--- src/ebah_pkg.sv ---
// Shared constants for the external bus arbitration handshake block.
// Assumes a 32-bit Avalon-MM register bus and a single core clock.
package ebah_pkg;

  // Register byte offsets
  localparam logic [3:0] EBAH_OFF_CTRL   = 4'h0;  // Control bits, read/write
  localparam logic [3:0] EBAH_OFF_STATUS = 4'h4;  // Status bits, read only

  // Control register field positions
  localparam int EBAH_CTRL_REQ_HOLD  = 0;  // request_hold_bit
  localparam int EBAH_CTRL_LOCK_HOLD = 1;  // lock_hold_bit
  localparam int EBAH_CTRL_REL_SLOW  = 2;  // release_timing_select, 1 = slow
  localparam int EBAH_CTRL_DISABLE   = 3;  // external_port_disable

  // Control register reset value: everything cleared
  localparam logic [3:0] EBAH_CTRL_RESET = 4'h0;

  // Status register field positions
  localparam int EBAH_STAT_MASTER = 0;  // master_state_flag
  localparam int EBAH_STAT_GRANT  = 1;  // Synchronised grant seen active
  localparam int EBAH_STAT_BUSY   = 2;  // Synchronised busy seen active
  localparam int EBAH_STAT_STATE  = 4;  // Handshake state, three bits

  // Synchroniser depth for pin inputs
  localparam int EBAH_SYNC_STAGES = 3;

  // Handshake states
  typedef enum logic [2:0] {
    EBAH_IDLE    = 3'b000,  // Not master, pins released
    EBAH_WAITBUS = 3'b001,  // Requesting, waiting for grant and free bus
    EBAH_OWN     = 3'b010,  // Master, no access running (may be parked)
    EBAH_XFER    = 3'b011,  // Master, atomic access group running
    EBAH_RELHIGH = 3'b100,  // Busy driven high before release
    EBAH_RELSLOW = 3'b101   // Other pins off, busy still driven high
  } ebah_state_t;

endpackage : ebah_pkg

--- src/ebah_arbiter_port.sv ---
// Bus-mastership handshake of the external memory port, device side.
// Assumes a central arbiter drives bus_grant_n asynchronously, an external
// pull-up on the shared busy line, and a memory sequencer on sys_clk that
// answers each accStart with one accDone pulse at least one cycle later.
//
// Functional notes
// - Hold request whenever the bus is needed
// - Grant counts only while busy is free
// - Drive busy high, then tri-state it
// - Take busy only when granted and free
// - Finish current access before releasing bus
// - Lock held through whole read-modify-write
// - Never release inside an atomic group
// - Request-hold bit keeps request asserted
// - Lock-hold bit keeps lock asserted unless port disabled
// - Status flag shows current mastership
// - Fast release together, slow releases busy last
// - Wait/stop releases bus, ignores grant
// - Parked master may keep busy asserted
// - Default master may take bus unrequested (this port always raises request first, even when already granted)
// - Keep busy through read-modify-write despite grant loss
// - Wait for busy high before taking it
// - Port disable releases request, lock, busy
//
// The register offsets and the Avalon-MM interface to the registers were left to the implementer.
`timescale 1ns/1ns
module ebah_arbiter_port
  import ebah_pkg::*;
(
  input  wire logic        sys_clk,
  input  wire logic        rstn,
  // Avalon-MM register slave
  input  wire logic [3:0]  avsAddress,
  input  wire logic        avsRead,
  input  wire logic        avsWrite,
  input  wire logic [31:0] avsWritedata,
  input  wire logic [3:0]  avsByteenable,
  output logic      [31:0] avsReaddata,
  output logic             avsWaitrequest,
  // Core side
  input  wire logic        accReq,
  input  wire logic [1:0]  accLen,
  input  wire logic        accRmw,
  input  wire logic        accDone,
  input  wire logic        waitStop,
  output logic             accStart,
  output logic             accGroupDone,
  output logic             masterFlag,
  // Arbitration pins
  output logic             bus_request_n,
  input  wire logic        bus_grant_n,
  input  wire logic        bus_busy_n_in,
  output logic             bus_busy_n_out,
  output logic             bus_busy_n_oe,
  output logic             bus_lock_n,
  output logic             portPinsOe
);

  ebah_state_t state;        // Handshake state
  ebah_state_t next_state;   // Next handshake state
  logic [3:0]  ctrl;         // Control register
  logic [1:0]  pinSync;      // {busy_n, grant_n} after synchroniser
  logic        grantSync;    // Grant active, synchronised
  logic        busySync;     // Busy active, synchronised
  logic        enabled;      // Port usable: not disabled, not in wait/stop
  logic        wantBus;      // Some reason to hold the bus
  logic [1:0]  grpLen;       // Accesses in group minus one
  logic [1:0]  accIdx;       // Index of running access
  logic        grpRmw;       // Group is a read-modify-write
  logic        lastDone;     // Final access of group finishes now
  logic        rmwNow;       // Group about to run or running is RMW
  logic        relSlowLat;   // Release mode caught at release start

  ////////////////////////////////////////////////////////////////////////////
  // Pin synchronisers; idle level of both lines is high
  ebah_sync3 #(
    .WIDTH     (2),
    .RESET_VAL (2'h3)
  ) u_pinSync (
    .sys_clk (sys_clk),
    .rstn    (rstn),
    .pinIn   ({bus_busy_n_in, bus_grant_n}),
    .syncOut (pinSync)
  );

  // Decisions see only filtered samples, never the raw pins
  assign grantSync = !pinSync[0];
  assign busySync  = !pinSync[1];

  // Wait/stop and port disable both make the grant irrelevant
  assign enabled = !ctrl[EBAH_CTRL_DISABLE] && !waitStop;
  assign wantBus = enabled && (accReq || ctrl[EBAH_CTRL_REQ_HOLD]);
  assign lastDone = (state == EBAH_XFER) && accDone && (accIdx == grpLen);
  assign rmwNow = (state == EBAH_OWN) ? accRmw : grpRmw;

  ////////////////////////////////////////////////////////////////////////////
  // Next-state decision
  always_comb begin
    next_state = state;
    unique case (state)
      EBAH_IDLE: begin
        // Default master path: grant alone plus accReq also lands here
        if (wantBus) begin
          next_state = EBAH_WAITBUS;
        end
      end
      EBAH_WAITBUS: begin
        if (!wantBus) begin
          next_state = EBAH_IDLE;
        end else if (grantSync && !busySync) begin
          next_state = EBAH_OWN;
        end
      end
      EBAH_OWN: begin
        // Grant lost, disabled or waiting: let go of the bus
        if (!enabled || !grantSync) begin
          next_state = EBAH_RELHIGH;
        end else if (accReq) begin
          next_state = EBAH_XFER;
        end
        // Otherwise stay parked with busy asserted
      end
      EBAH_XFER: begin
        // Grant loss is ignored until the whole group is through
        if (lastDone) begin
          if (!enabled || !grantSync) begin
            next_state = EBAH_RELHIGH;
          end else begin
            next_state = EBAH_OWN;
          end
        end
      end
      EBAH_RELHIGH: begin
        if (relSlowLat) begin
          next_state = EBAH_RELSLOW;
        end else begin
          next_state = EBAH_IDLE;
        end
      end
      EBAH_RELSLOW: begin
        next_state = EBAH_IDLE;
      end
      default: begin
        next_state = EBAH_IDLE;  // Illegal code recovers to idle
      end
    endcase
  end

  ////////////////////////////////////////////////////////////////////////////
  // State register
  always_ff @(posedge sys_clk) begin
    if (!rstn) begin
      state <= EBAH_IDLE;
    end else begin
      state <= next_state;
    end
  end

  ////////////////////////////////////////////////////////////////////////////
  // Release mode is frozen when release starts, so a late write cannot
  // cut the slow sequence short
  always_ff @(posedge sys_clk) begin
    if (!rstn) begin
      relSlowLat <= 1'b0;
    end else if (next_state == EBAH_RELHIGH && state != EBAH_RELHIGH) begin
      relSlowLat <= ctrl[EBAH_CTRL_REL_SLOW];
    end
  end

  ////////////////////////////////////////////////////////////////////////////
  // Busy line and port pins, decoded from the next state
  always_ff @(posedge sys_clk) begin
    if (!rstn) begin
      bus_busy_n_out <= 1'b1;
      bus_busy_n_oe  <= 1'b0;
      portPinsOe     <= 1'b0;
      masterFlag     <= 1'b0;
    end else begin
      unique case (next_state)
        EBAH_OWN, EBAH_XFER: begin
          bus_busy_n_out <= 1'b0;
          bus_busy_n_oe  <= 1'b1;
          portPinsOe     <= 1'b1;
          masterFlag     <= 1'b1;
        end
        EBAH_RELHIGH: begin
          bus_busy_n_out <= 1'b1;
          bus_busy_n_oe  <= 1'b1;
          portPinsOe     <= 1'b1;
          masterFlag     <= 1'b0;
        end
        EBAH_RELSLOW: begin
          bus_busy_n_out <= 1'b1;
          bus_busy_n_oe  <= 1'b1;
          portPinsOe     <= 1'b0;
          masterFlag     <= 1'b0;
        end
        default: begin
          bus_busy_n_out <= 1'b1;  // Released; pull-up holds the line
          bus_busy_n_oe  <= 1'b0;
          portPinsOe     <= 1'b0;
          masterFlag     <= 1'b0;
        end
      endcase
    end
  end

  ////////////////////////////////////////////////////////////////////////////
  // Request and lock lines
  always_ff @(posedge sys_clk) begin
    if (!rstn) begin
      bus_request_n <= 1'b1;
      bus_lock_n    <= 1'b1;
    end else begin
      // Request follows demand, the hold bit, or a running group
      bus_request_n <= !(wantBus || (enabled && next_state == EBAH_XFER));
      // Lock through an RMW group, or under the hold bit unless the port is disabled
      bus_lock_n <= ctrl[EBAH_CTRL_DISABLE] ||
                    !(ctrl[EBAH_CTRL_LOCK_HOLD] ||
                      (next_state == EBAH_XFER && rmwNow));
    end
  end

  ////////////////////////////////////////////////////////////////////////////
  // Atomic group sequencing: one accStart per access, counted to grpLen
  always_ff @(posedge sys_clk) begin
    if (!rstn) begin
      grpLen       <= 2'h0;
      grpRmw       <= 1'b0;
      accIdx       <= 2'h0;
      accStart     <= 1'b0;
      accGroupDone <= 1'b0;
    end else begin
      accStart     <= 1'b0;
      accGroupDone <= lastDone;
      if (state == EBAH_OWN && next_state == EBAH_XFER) begin
        grpLen   <= accLen;
        grpRmw   <= accRmw;
        accIdx   <= 2'h0;
        accStart <= 1'b1;
      end else if (state == EBAH_XFER && accDone && !lastDone) begin
        accIdx   <= accIdx + 2'h1;
        accStart <= 1'b1;
      end
    end
  end

  ////////////////////////////////////////////////////////////////////////////
  // Avalon-MM slave: one wait cycle, then the answer
  always_ff @(posedge sys_clk) begin
    if (!rstn) begin
      avsWaitrequest <= 1'b1;
    end else begin
      avsWaitrequest <= !((avsRead || avsWrite) && avsWaitrequest);
    end
  end

  // Control writes land on the edge where waitrequest is low
  always_ff @(posedge sys_clk) begin
    if (!rstn) begin
      ctrl <= EBAH_CTRL_RESET;
    end else if (avsWrite && !avsWaitrequest && avsByteenable[0] &&
                 avsAddress == EBAH_OFF_CTRL) begin
      ctrl <= avsWritedata[3:0];
    end
  end

  // Read data prepared one cycle ahead; unmapped offsets read zero
  always_ff @(posedge sys_clk) begin
    if (!rstn) begin
      avsReaddata <= 32'h0;
    end else if (avsRead && avsWaitrequest) begin
      avsReaddata <= 32'h0;
      if (avsAddress == EBAH_OFF_CTRL) begin
        avsReaddata[3:0] <= ctrl;
      end else if (avsAddress == EBAH_OFF_STATUS) begin
        avsReaddata[EBAH_STAT_MASTER] <= masterFlag;
        avsReaddata[EBAH_STAT_GRANT]  <= grantSync;
        avsReaddata[EBAH_STAT_BUSY]   <= busySync;
        avsReaddata[EBAH_STAT_STATE +: 3] <= state;
      end
    end
  end

  ////////////////////////////////////////////////////////////////////////////
  // Checks

  chk_take_free_bus: assert property (
    @(posedge sys_clk) disable iff (!rstn)
    $rose(masterFlag) && $past(state) == EBAH_WAITBUS |->
      $past(grantSync) && !$past(busySync))
    else $error("Busy taken without grant or while bus busy");

  chk_release_high: assert property (
    @(posedge sys_clk) disable iff (!rstn)
    $fell(bus_busy_n_oe) |-> $past(bus_busy_n_out) && bus_busy_n_out)
    else $error("Busy released without driving high first");

  chk_slow_order: assert property (
    @(posedge sys_clk) disable iff (!rstn)
    $fell(portPinsOe) && relSlowLat |-> bus_busy_n_oe ##1 !bus_busy_n_oe)
    else $error("Slow release did not leave busy one cycle last");

  chk_fast_order: assert property (
    @(posedge sys_clk) disable iff (!rstn)
    $fell(portPinsOe) && !relSlowLat |-> !bus_busy_n_oe)
    else $error("Fast release did not free all pins together");

  chk_group_hold: assert property (
    @(posedge sys_clk) disable iff (!rstn)
    state == EBAH_XFER |-> bus_busy_n_oe && !bus_busy_n_out && masterFlag)
    else $error("Mastership dropped inside an access group");

  chk_lock_rmw: assert property (
    @(posedge sys_clk) disable iff (!rstn)
    state == EBAH_XFER && grpRmw && !$past(ctrl[EBAH_CTRL_DISABLE]) |-> !bus_lock_n)
    else $error("Lock not held during read-modify-write");

  chk_lock_hold: assert property (
    @(posedge sys_clk) disable iff (!rstn)
    $past(ctrl[EBAH_CTRL_LOCK_HOLD]) && !$past(ctrl[EBAH_CTRL_DISABLE]) |-> !bus_lock_n)
    else $error("Lock-hold bit set but lock not asserted");

  chk_disable_free: assert property (
    @(posedge sys_clk) disable iff (!rstn)
    $past(ctrl[EBAH_CTRL_DISABLE]) |-> bus_request_n && bus_lock_n)
    else $error("Disabled port still requests or locks");

  chk_wait_release: assert property (
    @(posedge sys_clk) disable iff (!rstn)
    $past(waitStop) |-> bus_request_n)
    else $error("Request asserted during wait or stop");

  chk_req_cause: assert property (
    @(posedge sys_clk) disable iff (!rstn)
    !bus_request_n |->
      $past(ctrl[EBAH_CTRL_REQ_HOLD]) || $past(accReq) || state == EBAH_XFER)
    else $error("Request asserted with no demand and hold clear");

endmodule // ebah_arbiter_port

--- src/ebah_sync3.sv ---
// Three-stage synchroniser with agreement filter for asynchronous pins.
// Assumes the inputs come from outside the sys_clk domain.
`timescale 1ns/1ns
module ebah_sync3 #(
  parameter int               WIDTH     = 1,
  parameter logic [WIDTH-1:0] RESET_VAL = '1
) (
  input  wire logic             sys_clk,
  input  wire logic             rstn,
  input  wire logic [WIDTH-1:0] pinIn,
  output logic      [WIDTH-1:0] syncOut
);

  logic [WIDTH-1:0] stage1;  // Metastability catcher, read by stage2 only
  logic [WIDTH-1:0] stage2;  // Second stage
  logic [WIDTH-1:0] stage3;  // Third stage

  ////////////////////////////////////////////////////////////////////////////
  // Shift chain
  always_ff @(posedge sys_clk) begin
    if (!rstn) begin
      stage1 <= RESET_VAL;
      stage2 <= RESET_VAL;
      stage3 <= RESET_VAL;
    end else begin
      stage1 <= pinIn;
      stage2 <= stage1;
      stage3 <= stage2;
    end
  end

  ////////////////////////////////////////////////////////////////////////////
  // Output changes only once stage2 and stage3 agree, per bit
  always_ff @(posedge sys_clk) begin
    if (!rstn) begin
      syncOut <= RESET_VAL;
    end else begin
      for (int i = 0; i < WIDTH; i++) begin
        if (stage2[i] == stage3[i]) begin
          syncOut[i] <= stage3[i];
        end
      end
    end
  end

endmodule // ebah_sync3

--- config.mk ---
export PLATFORM = sky130hd
export DESIGN_NAME = ebah_arbiter_port
export DESIGN_NICKNAME = d
export VERILOG_FILES = /design/src/ebah_pkg.sv /design/src/ebah_arbiter_port.sv /design/src/ebah_sync3.sv
export SDC_FILE = /design/constraint.sdc
export NUM_CORES = 1
export LEC_CHECK = 0
export BUFFER_PORTS_ARGS = -buffer_cell sky130_fd_sc_hd__buf_2
export CAP_MARGIN = 10
export CELL_PAD_IN_SITES_DETAIL_PLACEMENT = 1
export CELL_PAD_IN_SITES_GLOBAL_PLACEMENT = 1
export CORE_AREA = 2 2 73 75
export CTS_BUF_LIST = sky130_fd_sc_hd__clkbuf_4
export CTS_CLUSTER_SIZE = 14
export DETAILED_ROUTE_END_ITERATION = 8
export DIE_AREA = 0 0 75 77
export PLACE_DENSITY = 0.95
export SLEW_MARGIN = 20
export SYNTH_ARGS = -nofsm -noshare
export SYNTH_HDL_FRONTEND = slang
export SYNTH_SLANG_ARGS = --single-unit
--- constraint.sdc ---
create_clock -name sys_clk -period 5.32 [get_ports sys_clk]
set_clock_uncertainty 0.2 [all_clocks]
set_input_delay 0.266 -clock sys_clk [delete_from_list [all_inputs] [get_ports sys_clk]]
set_output_delay 0.266 -clock sys_clk [all_outputs]
set_load 0.05 [all_outputs]
Yosys cells after proc, flatten, opt, wreduce, memory -nomap -nowiden --
Cells that the tools add are included.
Word-level totals: input port bits 52, ROM bits 0, flip-flop bits (word level) 37, output and inout port bits 41, memories 0, latch bits 0, bits in writable memories 0, logic and storage cells 94
Operators by class: reductions and logical operators 37, shifts and indexed selects 0, add/subtract/negate cells 1, multiply operators 0, bitwise operators 1, magnitude comparators 0, divide/modulo/power cells 0, muxes and demuxes 21, equality and inequality tests 13
Operator list (count):
- $mux 3 | 12
- $logic_and 1x1->1 | 15
- $pmux 3 s5 | 1
- $eq 3x2->1 const B | 4
- $logic_not 1->1 | 10
- $eq 3x3->1 const B | 3
- $mux 1 | 8
- $logic_or 1x1->1 | 6
- $eq 4x3->1 const B | 1
- $logic_not 4->1 | 1
- $reduce_or 2->1 | 2
- $reduce_or 4->1 | 1
- $eq 3x1->1 const B | 1
- $logic_not 3->1 | 1
- $ne 3x3->1 const B | 1
- $reduce_or 3->1 | 1
- $add 2x1->2 const B | 1
- $eq 1x1->1 | 2
- $eq 2x2->1 | 1
- $not 1->1 | 1

Logic depth before layout (Yosys ltp) --
Gate-level depths: netlist of run 1.
word-level depth 12, mapped depth 7, depth with buffers taken out 7

By module --
Synthesis of run 1 repeated with hierarchy kept, for this count alone.
Second synthesis, totals: cells, all modules 175, area total of the unflattened synthesis 1680.4 um^2
By module, submodules not included:
- ebah_arbiter_port | cells an instance 155, seq. area each 580.6 um^2, times used 1, area each 1455.1 um^2
- ebah_sync3 | cells an instance 20, seq. area each 160.2 um^2, times used 1, area each 225.2 um^2

Worst setup path before layout of run 1 --
No wires, ideal clock.
kind register -> register, start point register ctrl[3], end point register bus_busy_n_oe, arrival time 1.422 ns, slack 3.633 ns, clock period less this slack 1.687 ns, stages on the path, launching flop included 6, buffers on the path 0, library setup time 0.065 ns, cells stage by stage dfxtp_1 -> or4_4 -> nor3_2 -> a211o_2 -> ha_1 -> nor2b_1
Between the ends: longest elaborated chain between the ends 10
Ends and longest elaborated chain:
- start, declared | line ebah_arbiter_port.sv:61 | logic [3:0] ctrl;
- start signal, assigned | line ebah_arbiter_port.sv:264 | ctrl <= avsWritedata[3:0];
- $logic_not 1->1 * | line ebah_arbiter_port.sv:91 | assign enabled = !ctrl[EBAH_CTRL_DISABLE] && !waitStop;
- $logic_and 1x1->1 * | line ebah_arbiter_port.sv:91
- $logic_not 1->1 | line ebah_arbiter_port.sv:116, ebah_arbiter_port.sv:126
- $logic_or 1x1->1 | line ebah_arbiter_port.sv:116, ebah_arbiter_port.sv:126
- $mux 3 | line ebah_arbiter_port.sv:126 | if (!enabled || !grantSync) begin
- $mux 3 | line ebah_arbiter_port.sv:125 | if (lastDone) begin
- $pmux 3 s5 * | line ebah_arbiter_port.sv:100 | unique case (state)
- via next_state[1] | line ebah_arbiter_port.sv:60 | ebah_state_t next_state;
- $eq 3x3->1 / $eq 3x2->1 (equally long branches) | line ebah_arbiter_port.sv:179 | unique case (next_state)
- $reduce_or 4->1 (no source line) *
- $mux 1 * | line ebah_arbiter_port.sv:179
- end signal, assigned | line ebah_arbiter_port.sv:175 | bus_busy_n_oe <= 1'b0;
- end signal, assigned | line ebah_arbiter_port.sv:182 | bus_busy_n_oe <= 1'b1;
- end signal, assigned | line ebah_arbiter_port.sv:188 | bus_busy_n_oe <= 1'b1;
- end, declared | line ebah_arbiter_port.sv:54 | output logic bus_busy_n_oe,
Mark *: on every way through the listed nets, which the timed path passes. The rest lies on a longest branch. A chain may end at the register's enable or synchronous reset.

Final worst setup path of run 1 --
start point input port waitStop, end point register bus_busy_n_oe
Between the ends: longest elaborated chain between the ends 10
Ends and longest elaborated chain:
- start, declared | line ebah_arbiter_port.sv:45 | input wire logic waitStop,
- $logic_not 1->1 * | line ebah_arbiter_port.sv:91
- $logic_and 1x1->1 * | line ebah_arbiter_port.sv:91
- $logic_not 1->1 | line ebah_arbiter_port.sv:116, ebah_arbiter_port.sv:126
- $logic_or 1x1->1 | line ebah_arbiter_port.sv:116, ebah_arbiter_port.sv:126
- $mux 3 | line ebah_arbiter_port.sv:126
- $mux 3 | line ebah_arbiter_port.sv:125
- $pmux 3 s5 * | line ebah_arbiter_port.sv:100
- $eq 3x3->1 / $eq 3x2->1 (equally long branches) | line ebah_arbiter_port.sv:179
- $reduce_or 4->1 (no source line) *
- $mux 1 * | line ebah_arbiter_port.sv:179
Every way passes the cells marked *; elsewhere a longest branch is shown, timed or not.

==> impl_results.md, run 1 <==
- Num CTS Buffers: 5
- Yosys warning count: 0
- Synth async-reset ratio: 0%
- Layout cells sized above 1: 24.2%
- Critical-path top delay cell: dlygate4sd3_1
- Count of different cell masters after synthesis: 43
- Top cell type's share of synthesized area: 43.3%
- Power Dens Cells: 275 nW/um^2
- Min cycle time layout: 1.96 ns
- Register bit count reported by yosys: 37
- DRC Markers: 0
- CP endpoint kind: flip-flop
- Vias in the first global route: 1,258
- Syn avg cell area: 9.62 um^2
- Max-cap viol count: 0
- Initial antenna violation count: 0
- Core area: around 5000 um^2
- Worst-margin pin slew: 0.576 ns
- Final slew viol count: 0
- Die X: 75 um
- Count of cells resized by post-cts repair: 0
- RD Place Congestion: 0.770
- Final wirelength: 3600 um
- Synth Area in Simple Gates: 20.8%
- Via count: 1,306
- Hpwl dp: around 2600 um
- Rel. slew slack: 61.6%
- Peak supply drop: 106 uV
- Worst Path Arrival: 2.04 ns
- Port buffer count: 36
- Tot GR Track Use: 12.7%
- Fin nets: 275
- Post-Syn Area: 1710 um^2
- Seq/Total Area, Yosys: 43.3%
- Number of flops mapped to enable cells by yosys: 0
- Clock sinks: 37
- Fin cells: 293
- RSZ-0062 raised after global routing: no
- Clk buf depth: 2
- Main synth FF type: dfxtp_1
- Via density: 4.46
- Most common cell after layout, fill and taps aside: dfxtp_1
- Crit-path cells: dlygate4sd3_1 > buf_2 > nor3_1 > a211oi_2 > nor2_1 > ha_1 > nor2b_1
- Die H: approximately 77 um
- Setup TNS: 0 ns
- Largest family of logic cells by synthesized area: simple AND/OR/NAND/NOR gates
- Max FO, Critical Path: 4
- Setup CP Type: in -> reg
- Largest net degree at the start of global routing: 38
- Worst-Skew Late Latency: approximately 0.33 ns
- WL/cell: between 10 and 15 um
- Root Buffer: clkbuf_4
- CP bufs+invs: 2
- Hold crit path type: in -> reg
- Slowest stage delay, CP: 0.54 ns
- Setup WS pre-CTS: 3.45 ns
- Fin. Hold Viols: 0
- Mux contribution to synthesized area: 5.34%
- Initial DRC count: 34
- CP delay by family, top: buffers and inverters
- Die Area: 5780 um^2
- Setup bufs post-CTS: 0
- First-pass GRT wire length: 5560 um
- Fillcell total: between 600 and 700
- Yosys top cell by area: dfxtp_1
- First-pass DRT Iterations: 4
- Post-synthesis xor/xnor area fraction: under 10%
- Max Freq: between 500 and 600 MHz
- Grt ovf: 0
- Commonest non-fill, non-tap cells in the layout: 37 x dfxtp_1, 36 x buf_2, 25 x conb_1
- Critical path data required time: 5.40 ns
- Rows: 26
- TritonCTS clock tree: built
- Diodes inserted: 0
- Starting Density: roughly a third
- Cells after Synth: 178
- Compound-Gate Fraction of Synth Area: 12.8%
- Detail Route Antenna Nets: 0
- Synth area leaders: dfxtp_1 43%, buf_4 11%, mux2i_1 4.7%
- Leak: 0.869 nW
- Final setup violation count: 0
- Clock transition at path regs: about 0.11 ns
- Area Overhead vs Synth: 18.0%
- Worst setup margin: ~3.4 ns
- Outcome: complete, no violations
- Worst setup SP type: primary input
- H-tree depth: 2
- Placed Cells: 276
- Num ports: 93
- Tcrit/Tclk final: 36.8%
- Post-synthesis adder-cell area fraction: 0.731%
-- report_power, final --
group | switching, mW | total [mW] | leakage [nW] | internal [mW]
clock | 0.0916 | 0.189 | 0.0389 | 0.0973
sequential | 0.00326 | 0.285 | 0.301 | 0.282
combinational | 0.0638 | 0.0824 | 0.529 | 0.0186
total | 0.159 | 0.556 | 0.869 | 0.398
-- through the flow --
step | hold slack [ns] | instance area (um^2) | power, mW | util, %
floorplan | 0.167 | 1800 | 0.367 | -
global placement | 0.190 | 1850 | 0.367 | 37.2
detailed placement | 0.195 | 1850 | 0.368 | 37.2
CTS | 0.000208 | 2020 | 0.564 | 40.6
global route | 0.00107 | 2020 | 0.583 | 40.6
finish | 0.00676 | 2020 | 0.556 | 40.6
-- sequential cells by signal, indices dropped and copies added, names as in the netlist --
signal             cells
accStart               1
u_pinSync.stage1       2
state                  3
ctrl                   4
u_pinSync.stage2       2
bus_busy_n_out         1
grpLen                 2
avsWaitrequest         1
grpRmw                 1
relSlowLat             1
accIdx                 2
bus_lock_n             1
u_pinSync.syncOut      2
portPinsOe             1
u_pinSync.stage3       2
avsReaddata            7
masterFlag             1
bus_busy_n_oe          1
bus_request_n          1
accGroupDone           1
-- final cells by class --
cell class,count,area (um^2),area share [%]
Clock buffer,5,37.5,1.86
Clock inverter,3,41.3,2.04
Inverter,5,18.8,0.929
Multi-Input combinational cell,128,823,40.8
Sequential cell,37,741,36.7
Tap cell,70,87.6,4.34
Timing Repair Buffer,45,270,13.4
-- repair_timing --
action                                  in CTS  in global routing
hold buffers                                 9                  0
endpoints found under the setup margin       0                  0
endpoints found under the hold margin        8                  0
-- final timing paths --
path | from | end | slack [ns] | cells past startpoint
setup / recovery | waitStop | bus_busy_n_oe | 3.36 | 7
hold / removal | accRmw | grpRmw | 0.007 | 3
setup reg to reg | state[1] | bus_lock_n | 3.44 | 4
hold reg to reg | u_pinSync.stage1[1] | u_pinSync.stage2[1] | 0.22 | 1
-- kinds of logic after synthesis --
| group | after synthesis |
|---|---|
| AO/OA/AOI/OAI | 28 |
| multiplexers | 9 |
| other | 1 |
| XOR/XNOR | 4 |
| AND/OR/NAND/NOR | 61 |
| flip-flops | 37 |
| buffers and inverters | 37 |
| adder cells (fa/ha/maj) | 1 |
-- metal layers --
layer	share of wire (%)	global-route usage [%]	routed length (um)	vias to the layer above
met4	0.75	4.64	27	0
met2	53	21.9	1890	38
li1	-	-	-	644
met1	41	14.3	1480	620
met5	0	0	0	-
met3	5.6	4.07	203	4
-- synthesized netlist by cell type (3+ instances only) --
cell and count:
nand2_1 13, nor3b_1 3, o211ai_1 3, nor3_1 3, o21a_1 3, o211a_1 3, inv_1 5, nand3_1 6
clkbuf_1 5, nor2b_1 8, mux2i_1 8, nor2_1 9, a21oi_1 3, o21ai_0 3, nand2b_1 7, and2_1 3
a21boi_0 4, dfxtp_1 37, buf_4 26
-- worst register-to-register path, delay by kind of cell (launching register included) --
family	cells	cell delay, ns
AO/OA/AOI/OAI	1	0.16
flip-flops	1	0.52
multiplexers	1	0.38
AND/OR/NAND/NOR	2	0.54
Power figures use the tool's default switching activity.
==> run 2: changes to the inputs <==
--- a/config.mk
+++ b/config.mk
@@ -9,12 +9,12 @@
 export CAP_MARGIN = 10
 export CELL_PAD_IN_SITES_DETAIL_PLACEMENT = 1
 export CELL_PAD_IN_SITES_GLOBAL_PLACEMENT = 1
-export CORE_AREA = 2 2 73 75
+export CORE_AREA = 2 2 80 82
 export CTS_BUF_LIST = sky130_fd_sc_hd__clkbuf_4
 export CTS_CLUSTER_SIZE = 14
 export DETAILED_ROUTE_END_ITERATION = 8
-export DIE_AREA = 0 0 75 77
-export PLACE_DENSITY = 0.95
+export DIE_AREA = 0 0 82 84
+export PLACE_DENSITY = 0.85
 export SLEW_MARGIN = 20
 export SYNTH_ARGS = -nofsm -noshare
 export SYNTH_HDL_FRONTEND = slang
==> constraint.sdc (replaced) <==
create_clock -name sys_clk -period 1.7 [get_ports sys_clk]
set_clock_uncertainty 0.2 [all_clocks]
set_input_delay 0.085 -clock sys_clk [delete_from_list [all_inputs] [get_ports sys_clk]]
set_output_delay 0.085 -clock sys_clk [all_outputs]
set_load 0.05 [all_outputs]
==> impl_results.md, run 2 (synthesis results as in run 1) <==
- Outcome: complete, but fails checks
- Failing checks: negative setup slack
- Worst setup SP type: flip-flop
- Sw Ratio: 30.4% (+1.8 points)
- Hpwl dp: 2910 um (+11%)
- Via density: 4.37 (-1.9%)
- Clk buf depth: 2 (unchanged)
- Fillcell total: 739 (+19%)
- Fin nets: 313 (+14%)
- Core area: 6100 um^2 (+22%)
- Clock sinks: 37 (unchanged)
- Worst-Skew Late Latency: 0.34 ns (about the same)
- Final slew viol count: 0 (unchanged)
- Num CTS Buffers: 5 (unchanged)
- H-tree depth: 2 (unchanged)
- TritonCTS clock tree: built
- Most flop-heavy register: avsReaddata
- Largest net degree at the start of global routing: 20 (-47%)
- Min cycle time layout: approximately 1.8 ns
- Worst Setup SP: state[2]
- Power Dens Cells: 687 nW/um^2 (+150%)
- Grt met2 use: 20.6% (-1.3 points)
- First-pass DRT Iterations: 4 (unchanged)
- Vias in the first global route: 1,426 (+13%)
- Pint: 1.13 mW (+180%)
- R2R Setup Slk: -0.06 ns (-3.50 ns)
- Met3 Use GR: 4.11% (+0.039 points)
- Worst setup path endpoint: bus_busy_n_oe
- Placed Cells: 304 (+10%)
- Worst Reg-to-Reg Cells: 5 (+1)
- RSZ-0062 raised after global routing: yes
- Area after DPL: 2020 um^2 (+9.0%)
- Detail Route Antenna Nets: 0 (unchanged)
- Starting Density: 28.1% (-6.3 points)
- Hold crit path type: in -> reg
- Commonest non-fill, non-tap cells in the layout: 36 x buf_2, 32 x dfxtp_1, 25 x conb_1, 25 x buf_4, 22 x dlygate4sd3_1
- Initial DRC count: 34 (unchanged)
- Sequential share of power: 54.7% (+3.5 points)
- First-pass GRT wire length: 6800 um (+22%)
- Initial antenna violation count: 0 (unchanged)
- Tcrit/Tclk final: 104%
- Global-route met1 utilization: 16.3% (+2.0 points)
- Psw: 0.493 mW (+210%)
- Reg2reg start: state[2]
- Top flop regs: avsReaddata (7), ctrl (4), state (3)
- Tot GR Track Use: 13.1% (+0.39 points)
- Num ports: 93 (unchanged)
- Area Overhead vs Synth: 38.1%
- Final wirelength: 4210 um (+17%)
- Final setup violation count: 2 (+2)
- Most Crowded Layer GR: met2
- Max-cap viol count: 0 (unchanged)
- Max FO, Critical Path: 5 (+1)
- R2r endpoint: bus_busy_n_oe
- Max Freq: around 570 MHz
- CP endpoint kind: flip-flop
- Diodes inserted: 0 (unchanged)
- Grt ovf: 0 (unchanged)
- Clock transition at path regs: 0.11 ns (about the same)
- Layout cells sized above 1: 33.5% (+9.2 points)
- Leak: 1.06 nW (+22%)
- Die X: 82 um (+9.3%)
- Worst setup margin: -0.0610 ns (-3.42 ns)
- Worst Path Arrival: 1.84 ns (-0.20 ns)
- Die Area: 6890 um^2 (+19%)
- Via count: 1,473 (+13%)
- Root Buffer: clkbuf_4
- Critical path data required time: 1.78 ns (-3.62 ns)
- RD Place Congestion: 0.848 (+10%)
- Design area: 2360 um^2 (+17%)
- Fin cells: 337 (+15%)
- Peak supply drop: 347 uV (+230%)
- Rows: 29 (+12%)
- Fin. Hold Viols: 0 (unchanged)
- Clock power frac: 27.1% (-6.9 points)
- WL/cell: 12.5 um (+1.7%)
- Port buffer count: 36 (unchanged)
- Die H: 84 um (+9.1%)
- Logic gate share of total power: 18.2% (+3.4 points)
- Number of flip-flops in the largest register: 7 (unchanged)
- Most common cell after layout, fill and taps aside: buf_2
- Setup CP Type: reg -> reg
- DRC Markers: 0 (unchanged)
run 2: power groups by stage:
stage	logic [mW]	clock network [mW]	registers [mW]
global placement	0.247	0	0.909
finish	0.295	0.440	0.888
floorplan	0.214	0	0.934
CTS	0.292	0.464	0.889
detailed placement	0.250	0	0.909
global route	0.312	0.509	0.891
run 2: how the worst min path moves through the flow:
stage	cells after the start	slack [ns]	to	start
6_report	3	0.02	avsReaddata[1]	rstn
5_1_grt	3	0.03	avsReaddata[1]	rstn
4_1_cts	3	0.002	avsReaddata[1]	rstn
3_5_place_dp	2	0.07	u_pinSync.stage1[1]	bus_busy_n_in
3_3_place_gp	2	0.07	u_pinSync.stage1[1]	bus_busy_n_in
2_1_floorplan	1	-0.01	u_pinSync.stage1[0]	bus_grant_n
run 2: metal layers:
layer  vias to the layer above  wire length (um)
li1                        718                 -
met1                       707              1820
met2                        40              2080
met3                         8               229
met4                         0                82
met5                         -                 0
run 2: per-stage QoR:
step | power (mW) | util, % | worst slack [ns] | setup TNS [ns] | hold slack [ns]
floorplan | 1.15 | - | 0.0129 | 0 | -0.0135
global placement | 1.16 | 33.1 | -0.0560 | -0.0624 | 0.0698
detailed placement | 1.16 | 33.1 | -0.0960 | -0.132 | 0.0731
CTS | 1.65 | 37.9 | -0.0756 | -0.0809 | 0.00221
global route | 1.71 | 38.8 | -0.146 | -0.515 | 0.0252
finish | 1.62 | 38.8 | -0.0610 | -0.108 | 0.0174
run 2: timing repair:
action                     4_1_cts  5_1_grt
hold buffers                    22        0
setup endpoints to repair        5        6
gates resized for setup          3       10
hold endpoints to repair        25        0
pin swaps                        1        5
buffers inserted                 2        2
run 2: final cells by class:
cell class                      count  area, um^2  share of cell area [%]
Clock buffer                        6        45.0                    1.91
Clock inverter                      1        3.75                   0.159
Inverter                            5        18.8                   0.794
Multi-Input combinational cell    128         862                    36.5
Sequential cell                    37         749                    31.7
Tap cell                           77        96.3                    4.08
Timing Repair Buffer               83         588                    24.9
run 2: worst max-delay path, cell delays in order (launching register included):
cell and delay (ns):
dfxtp_4 0.37, or4_4 0.53, nor3_4 0.14, a211o_2 0.16, ha_4 0.20, nor2b_1 0.09
